### config.mk
export PLATFORM = sky130hd
export DESIGN_NAME = root_hub_status_power_control
export DESIGN_NICKNAME = d
export VERILOG_FILES = /design/src/rtl/rh_status_pkg.sv /design/src/rtl/rh_edge_flag.sv /design/src/rtl/root_hub_status_power_control.sv
export SDC_FILE = /design/constraint.sdc
export NUM_CORES = 1
export LEC_CHECK = 0
export CAP_MARGIN = 20
export CORE_AREA = 5 5 42 44
export CTS_CLUSTER_DIAMETER = 80
export CTS_CLUSTER_SIZE = 12
export DETAILED_ROUTE_END_ITERATION = 8
export DIE_AREA = 0 0 47 49
export DONT_BUFFER_PORTS = 1
export PLACE_DENSITY = 0.66
export SYNTH_ARGS = -nofsm -noshare
export SYNTH_HDL_FRONTEND = slang
export SYNTH_SLANG_ARGS = --single-unit
### constraint.sdc
create_clock -name REF_CLK_IN -period 1.3 [get_ports REF_CLK_IN]
set_input_delay 0.26 -clock REF_CLK_IN [delete_from_list [all_inputs] [get_ports REF_CLK_IN]]
set_output_delay 0.26 -clock REF_CLK_IN [all_outputs]
set_load 0.01 [all_outputs]
### src/rtl/rh_status_pkg.sv
// shared constants for the root hub global status register
package rh_status_pkg;
	localparam logic [7:0] ROOT_HUB_GLOBAL_STATUS_OFS = 8'h50;
	localparam int ADDR_W = 8;
	localparam int DATA_W = 32;
	localparam int NUM_PORTS = 2;
	localparam int BIT_CLR_GLOBAL_POWER = 0;
	localparam int BIT_OC_INDICATOR = 1;
	localparam int BIT_WAKE_ENABLE = 15;
	localparam int BIT_SET_GLOBAL_POWER = 16;
	localparam int BIT_OC_CHANGE = 17;
	localparam int BIT_CLR_WAKE = 31;
	localparam logic RESET_WAKE = 1'b0;
	localparam logic RESET_OC_CHANGE = 1'b0;
	localparam logic RESET_OC_LAST = 1'b0;
endpackage : rh_status_pkg

### src/rtl/rh_edge_flag.sv
// sticky change flag with edge detect on a level input
`timescale 1ns/1ps
module rh_edge_flag (
	input wire logic clk,
	input wire logic rst,
	input wire logic level_in,
	input wire logic clear_in,
	output logic flag_out
);
	logic last_reg;
	logic last_next;
	logic flag_reg;
	logic flag_next;

	always_comb begin
		last_next = level_in;
		flag_next = flag_reg;
		if (clear_in) begin
			flag_next = 1'b0;
		end
		// set wins over a simultaneous clear so no edge is lost
		if (level_in != last_reg) begin
			flag_next = 1'b1;
		end
	end

	always_ff @(posedge clk) begin
		if (rst) begin
			last_reg <= rh_status_pkg::RESET_OC_LAST;
			flag_reg <= rh_status_pkg::RESET_OC_CHANGE;
		end else begin
			last_reg <= last_next;
			flag_reg <= flag_next;
		end
	end

	assign flag_out = flag_reg;
endmodule : rh_edge_flag

### src/rtl/root_hub_status_power_control.sv
// root hub global status, power command and remote wake register
//
// Functional notes
// - register sits at 0x50; low half is status, high half change flags
// - writing one to bit 31 clears remote wake enable; zero ignored
// - overcurrent change bit 17 sets when the overcurrent indicator changes
// - writing one to bit 17 clears overcurrent change; zero ignored
// - bit 16 always reads zero
// - global mode: writing one to bit 16 powers all ports
// - per-port mode: bit 16 write powers only unmasked ports
// - wake enable set: connect change resumes a suspended bus, flags resume
// - writing one to bit 15 sets remote wake enable; zero ignored
// - bit 1 reports global overcurrent, one meaning overcurrent present
// - per-port overcurrent protection makes bit 1 read zero
// - bit 0 always reads zero
// - global mode: writing one to bit 0 unpowers all ports
// - per-port mode: bit 0 write unpowers only unmasked ports
// - mask bit n controls port n; in per-port mode a set mask restricts to per-port commands, in global mode the mask is ignored
`timescale 1ns/1ps
module root_hub_status_power_control #(
	parameter int NUM_PORTS = rh_status_pkg::NUM_PORTS
) (
	input wire logic REF_CLK_IN,
	input wire logic RST_IN,
	input wire logic [rh_status_pkg::ADDR_W-1:0] ADDR_IN,
	input wire logic WR_EN_IN,
	input wire logic RD_EN_IN,
	input wire logic [rh_status_pkg::DATA_W-1:0] WDATA_IN,
	output logic [rh_status_pkg::DATA_W-1:0] RDATA_OUT,
	input wire logic PER_PORT_SWITCH_IN,
	input wire logic PER_PORT_OC_IN,
	input wire logic OVERCURRENT_IN,
	input wire logic [NUM_PORTS:1] PORT_POWER_MASK_IN,
	input wire logic [NUM_PORTS:1] PORT_CONNECT_CHANGE_IN,
	input wire logic BUS_SUSPENDED_STATE_IN,
	output logic [NUM_PORTS:1] PORT_POWER_SET_OUT,
	output logic [NUM_PORTS:1] PORT_POWER_CLR_OUT,
	output logic BUS_RESUME_REQ_OUT,
	output logic RESUME_DETECTED_OUT,
	output logic REMOTE_WAKE_ENABLE_OUT
);
	logic hit;
	logic wr_hit;
	logic wake_reg;
	logic wake_next;
	logic oc_ind;
	logic oc_change;
	logic [NUM_PORTS:1] sel;
	logic [NUM_PORTS:1] pset_reg;
	logic [NUM_PORTS:1] pset_next;
	logic [NUM_PORTS:1] pclr_reg;
	logic [NUM_PORTS:1] pclr_next;
	logic resume_reg;
	logic resume_next;
	logic [rh_status_pkg::DATA_W-1:0] rdata_reg;
	logic [rh_status_pkg::DATA_W-1:0] rdata_next;

	function automatic logic wr_one(input logic [rh_status_pkg::DATA_W-1:0] d, input int b);
		wr_one = d[b];
	endfunction : wr_one

	assign hit = (ADDR_IN == rh_status_pkg::ROOT_HUB_GLOBAL_STATUS_OFS);
	assign wr_hit = WR_EN_IN && hit;
	// per-port indicator masks the global one
	assign oc_ind = OVERCURRENT_IN && !PER_PORT_OC_IN;

	rh_edge_flag u_oc_flag (
		.clk(REF_CLK_IN),
		.rst(RST_IN),
		.level_in(oc_ind),
		.clear_in(wr_hit && wr_one(WDATA_IN, rh_status_pkg::BIT_OC_CHANGE)),
		.flag_out(oc_change)
	);

	// in global mode every port follows; in per-port mode masked ports ignore global commands
	assign sel = PER_PORT_SWITCH_IN ? ~PORT_POWER_MASK_IN : '1;

	always_comb begin
		wake_next = wake_reg;
		if (wr_hit && wr_one(WDATA_IN, rh_status_pkg::BIT_WAKE_ENABLE)) begin
			wake_next = 1'b1;
		end
		// clear given after set when both bits written: software asked to disable
		if (wr_hit && wr_one(WDATA_IN, rh_status_pkg::BIT_CLR_WAKE)) begin
			wake_next = 1'b0;
		end
		pset_next = '0;
		pclr_next = '0;
		if (wr_hit && wr_one(WDATA_IN, rh_status_pkg::BIT_SET_GLOBAL_POWER)) begin
			pset_next = sel;
		end
		if (wr_hit && wr_one(WDATA_IN, rh_status_pkg::BIT_CLR_GLOBAL_POWER)) begin
			pclr_next = sel;
		end
		resume_next = wake_reg && BUS_SUSPENDED_STATE_IN && (|PORT_CONNECT_CHANGE_IN);
		rdata_next = rdata_reg;
		if (RD_EN_IN) begin
			rdata_next = '0;
			if (hit) begin
				rdata_next[rh_status_pkg::BIT_OC_INDICATOR] = oc_ind;
				rdata_next[rh_status_pkg::BIT_WAKE_ENABLE] = wake_reg;
				rdata_next[rh_status_pkg::BIT_OC_CHANGE] = oc_change;
			end
		end
	end

	always_ff @(posedge REF_CLK_IN) begin
		if (RST_IN) begin
			wake_reg <= rh_status_pkg::RESET_WAKE;
			pset_reg <= '0;
			pclr_reg <= '0;
			resume_reg <= 1'b0;
			rdata_reg <= '0;
		end else begin
			wake_reg <= wake_next;
			pset_reg <= pset_next;
			pclr_reg <= pclr_next;
			resume_reg <= resume_next;
			rdata_reg <= rdata_next;
		end
	end

	assign PORT_POWER_SET_OUT = pset_reg;
	assign PORT_POWER_CLR_OUT = pclr_reg;
	assign BUS_RESUME_REQ_OUT = resume_reg;
	assign RESUME_DETECTED_OUT = resume_reg;
	assign REMOTE_WAKE_ENABLE_OUT = wake_reg;
	assign RDATA_OUT = rdata_reg;

	a_wake_set: assert property (@(posedge REF_CLK_IN) disable iff (RST_IN)
		wr_hit && WDATA_IN[15] && !WDATA_IN[31] |=> REMOTE_WAKE_ENABLE_OUT)
		else $error("wake enable not set");
	a_wake_clear: assert property (@(posedge REF_CLK_IN) disable iff (RST_IN)
		wr_hit && WDATA_IN[31] |=> !REMOTE_WAKE_ENABLE_OUT)
		else $error("wake enable not cleared");
	a_wake_hold: assert property (@(posedge REF_CLK_IN) disable iff (RST_IN)
		!wr_hit |=> $stable(REMOTE_WAKE_ENABLE_OUT))
		else $error("wake enable changed without write");
	a_oc_edge: assert property (@(posedge REF_CLK_IN) disable iff (RST_IN)
		$changed(oc_ind) |=> oc_change)
		else $error("change flag missed an edge");
	a_oc_clear: assert property (@(posedge REF_CLK_IN) disable iff (RST_IN)
		oc_change && wr_hit && WDATA_IN[17] && $stable(oc_ind) |=> !oc_change)
		else $error("change flag not cleared");
	a_oc_sticky: assert property (@(posedge REF_CLK_IN) disable iff (RST_IN)
		oc_change && !(wr_hit && WDATA_IN[17]) |=> oc_change)
		else $error("change flag dropped");
	a_power_set: assert property (@(posedge REF_CLK_IN) disable iff (RST_IN)
		wr_hit && WDATA_IN[16] |=> PORT_POWER_SET_OUT ==
		($past(PER_PORT_SWITCH_IN) ? ~$past(PORT_POWER_MASK_IN) : {NUM_PORTS{1'b1}}))
		else $error("power set wrong ports");
	a_power_clr_sel: assert property (@(posedge REF_CLK_IN) disable iff (RST_IN)
		wr_hit && WDATA_IN[0] |=> PORT_POWER_CLR_OUT ==
		($past(PER_PORT_SWITCH_IN) ? ~$past(PORT_POWER_MASK_IN) : {NUM_PORTS{1'b1}}))
		else $error("power clear wrong ports");
	a_power_clr: assert property (@(posedge REF_CLK_IN) disable iff (RST_IN)
		!(wr_hit && WDATA_IN[0]) |=> PORT_POWER_CLR_OUT == '0)
		else $error("power clear without command");
	a_resume: assert property (@(posedge REF_CLK_IN) disable iff (RST_IN)
		REMOTE_WAKE_ENABLE_OUT && BUS_SUSPENDED_STATE_IN && (|PORT_CONNECT_CHANGE_IN)
		|=> BUS_RESUME_REQ_OUT && RESUME_DETECTED_OUT)
		else $error("resume not raised");
	// a resume without wake enable would wake the bus against software's wish
	a_resume_quiet: assert property (@(posedge REF_CLK_IN) disable iff (RST_IN)
		!(REMOTE_WAKE_ENABLE_OUT && BUS_SUSPENDED_STATE_IN && (|PORT_CONNECT_CHANGE_IN))
		|=> !BUS_RESUME_REQ_OUT && !RESUME_DETECTED_OUT)
		else $error("resume without cause");
	a_read_map: assert property (@(posedge REF_CLK_IN) disable iff (RST_IN)
		RD_EN_IN && hit |=> RDATA_OUT[15] == $past(wake_reg) &&
		RDATA_OUT[17] == $past(oc_change) && RDATA_OUT[1] == $past(oc_ind))
		else $error("read bit map wrong");
	a_read_reserved: assert property (@(posedge REF_CLK_IN) disable iff (RST_IN)
		RD_EN_IN |=> RDATA_OUT[30:18] == '0 && RDATA_OUT[14:2] == '0 && !RDATA_OUT[31])
		else $error("reserved bits not zero");
	a_read_zero: assert property (@(posedge REF_CLK_IN) disable iff (RST_IN)
		RD_EN_IN |=> RDATA_OUT[0] == 1'b0 && RDATA_OUT[16] == 1'b0)
		else $error("constant bits not zero");
	a_oc_perport: assert property (@(posedge REF_CLK_IN) disable iff (RST_IN)
		RD_EN_IN && PER_PORT_OC_IN |=> RDATA_OUT[1] == 1'b0)
		else $error("indicator not masked");
endmodule : root_hub_status_power_control

==> flow_summary.ini <==
[timing]
tns_ns = 0
maximum_achievable_frequency_mhz = 1046
setup_repair_after_global_routing_missed_its_margin = no
hold_ws_ns = 0.05603
setup_ws_ns = 0.3436
finalCriticalPeriod_ns = 0.9564
finalMaxSlewViolations = 0
final_min_period_over_clock_period_pct = 73.57
report.final.setup_viol = 0
fin_skew_ns = 0.002109
final_hold_viol_count = 0

[global_routing]
antenna_found_initial = 0
wire_length_of_the_first_global_routing_pass_um = 1656
first_global_vias = 370
globalRoute.totalOverflow = 0
gr-usage-all-layers_pct = 9.739
grt_max_degree = 10

[pwr]
power.switching_uw = 160.4
finalPower_uw = 636.2
cellPowerDensity_nw_per_um2 = 1051
pwr-share-clk_pct = 35.8
p_int_uw = 475.9
power.share.combinational_pct = 10.3
power.sequential.fraction_pct = 53.9
sw_frac_of_total_pct = 25.20
vdd_drop_max_uv = 364.5
total_leakage_power_nw = 0.2658

[clock_network]
clock_tree_from_tritoncts = yes
cts_num_sinks = 11
cts-root-to-sink-buffers = 2
cts_hold_bufs = 0
post_cts_resize_count = 0
clk_root_buffer_cell = sky130_fd_sc_hd__clkbuf_4
worstSkewPairLatency_ns = 0.26
cts_buffers = 3
post_cts_repair_timing_setup_buffer_count = 0
cts.clk_slew.worst_paths_ns = 0.07
cts_max_level = 1

[worst_setup_path]
cp.arrival_ns = 0.70
endpoint_kind = primary output
worst_ep_required_time_ns = 1.04
worst-setup-path-type = flip-flop to primary output
cp_max_fo = 4
setup.worst_path.start_class = flip-flop

[floorplanning]
die_w_um = 47
fp-row-count = 14
design.portCount = 91
design.die.area_um2 = 2303
initial_utilization_pct = 48.04
fp.coreArea_um2 = 1401
die-height_um = 49

[detailed_routing]
drt_iter0_drc = 1
detail-route-antenna-nets = 0
post_drt_wl_per_cell_um = 12.14
routed-via-count = 407
routed_via_density = 4.424
detail_route.wirelength_um = 1117
drt_first_pass_iters = 4
remaining_drc_errors = 0

[layout]
finish.net_count = 129
layout-area-overhead-vs-synth_pct = -10.04
final_cell_area_um2 = 605.6
finish.utilization_pct = 43.21
drive_gt1_share_pct = 9.211
layoutNonFillerInstCount = 92
num_antenna_cells = 0
flip_flop_count_of_the_largest_register_after_layout = 3

[worst_hold_path]
timing.hold.worst.class = input port to flip-flop

[yosys]
synthesis.yosys.warnings = 0
largest_cells_by_area_after_synthesis = sky130_fd_sc_hd__buf_4 (33%), sky130_fd_sc_hd__dfxtp_1 (33%), sky130_fd_sc_hd__nand2b_1 (4.6%), sky130_fd_sc_hd__a211oi_1 (4.5%), sky130_fd_sc_hd__nor4_4 (3.2%)
synth_largest_type_area_fraction_pct = 33.46
synth.largest_area_cell = sky130_fd_sc_hd__buf_4
synth.yosys.seq_area_share_pct = 32.71
dominantRegCellSynth = sky130_fd_sc_hd__dfxtp_1
yosysMostFrequentCell = sky130_fd_sc_hd__buf_4
ys_types = 21
synth-async-reset-ratio_pct = 0
synthesis.area_per_instance_um2 = 9.097
synth-edff-count = 0
synthCells = 74
post_synth_most_frequent_cells = sky130_fd_sc_hd__buf_4 (30), sky130_fd_sc_hd__dfxtp_1 (11), sky130_fd_sc_hd__nand2b_1 (5)
ys_seq_elements = 11
synth_area_um2 = 673.1

[status]
run_status = complete, no violations

[placement]
dpl.cell_count = 88
place.detailed.hpwl_um = 964
worst_setup_timing_slack_at_the_placement_stage_ns = 0.1246
routabilityCongestion = 0.7648
io_buffers = 0
post_place_cell_area_um2 = 579.3

[job]
max_cap_violations = 0
==> power by group through the flow <==
stage          logic [mW]  clock network [mW]  registers (mW)
5_1_grt            0.0750               0.259           0.343
3_5_place_dp       0.0629                   0           0.351
2_1_floorplan       0.127                   0           0.350
4_1_cts            0.0629               0.244           0.343
6_report           0.0657               0.228           0.343
3_3_place_gp       0.0622                   0           0.351
==> cells in the final DEF, fill, tap and decap left out <==
cell type                  synthesis  final
sky130_fd_sc_hd__nor4_4            1      1
sky130_fd_sc_hd__nor4bb_1          1      1
sky130_fd_sc_hd__nand2_1           1      1
sky130_fd_sc_hd__o21ba_1           1      1
sky130_fd_sc_hd__a41o_1            1      1
sky130_fd_sc_hd__inv_1             1      1
sky130_fd_sc_hd__xor2_1            1      1
sky130_fd_sc_hd__dfxtp_1          11     11
sky130_fd_sc_hd__nand4_1           3      3
sky130_fd_sc_hd__a41oi_1           2      2
sky130_fd_sc_hd__nor2_1            2      2
sky130_fd_sc_hd__a21oi_1           3      3
sky130_fd_sc_hd__clkbuf_4          0      3
sky130_fd_sc_hd__conb_1            1     29
sky130_fd_sc_hd__clkbuf_1          1      1
sky130_fd_sc_hd__nor2b_1           2      2
sky130_fd_sc_hd__nand2b_1          5      5
sky130_fd_sc_hd__nor3_1            1      1
sky130_fd_sc_hd__a211oi_1          4      4
sky130_fd_sc_hd__nand3_2           1      1
sky130_fd_sc_hd__buf_4            30      2
==> layer usage <==
metal | share of wire [%] | global-route usage [%] | routed length [um] | vias to the layer above
li1 | - | - | - | 196
met1 | 34 | 9.956 | 376 | 178
met2 | 51 | 15.61 | 565 | 31
met3 | 14 | 3.321 | 160 | 2
met4 | 1.2 | 6.912 | 13 | 0
met5 | 0 | 0 | 0 | -
==> cells by family (layout without fill, tap and decap cells) <==
logic type / Yosys count / after routing / share of synthesized area [%]
other: 1 / 29 / 0.5571
buffers and inverters: 33 / 7 / 35.31
AND/OR/NAND/NOR: 17 / 17 / 17.84
XOR/XNOR: 1 / 1 / 1.301
AO/OA/AOI/OAI: 11 / 11 / 12.27
flip-flops: 11 / 11 / 32.71
==> final timing paths <==
path,startpoint,endpoint,slack (ns),cells after the start
worst max-delay path,REMOTE_WAKE_ENABLE_OUT,REMOTE_WAKE_ENABLE_OUT,0.34,0
worst min-delay path,RST_IN,RDATA_OUT[1],0.06,1
worst max register to register,REMOTE_WAKE_ENABLE_OUT,RDATA_OUT[15],0.55,2
worst min register to register,u_oc_flag.flag_out,RDATA_OUT[17],0.48,2
==> final cells by class <==
| cell class | count | area [um2] |
|---|---|---|
| repair buffers | 2 | 15.01 |
| clock buffers | 4 | 26.28 |
| inverters | 1 | 3.754 |
| fillers | 155 | 795.8 |
| flip-flops and latches | 11 | 220.2 |
| multi-input cells | 58 | 320.3 |
| well taps | 16 | 20.02 |
(Power assumes the default switching activity.)
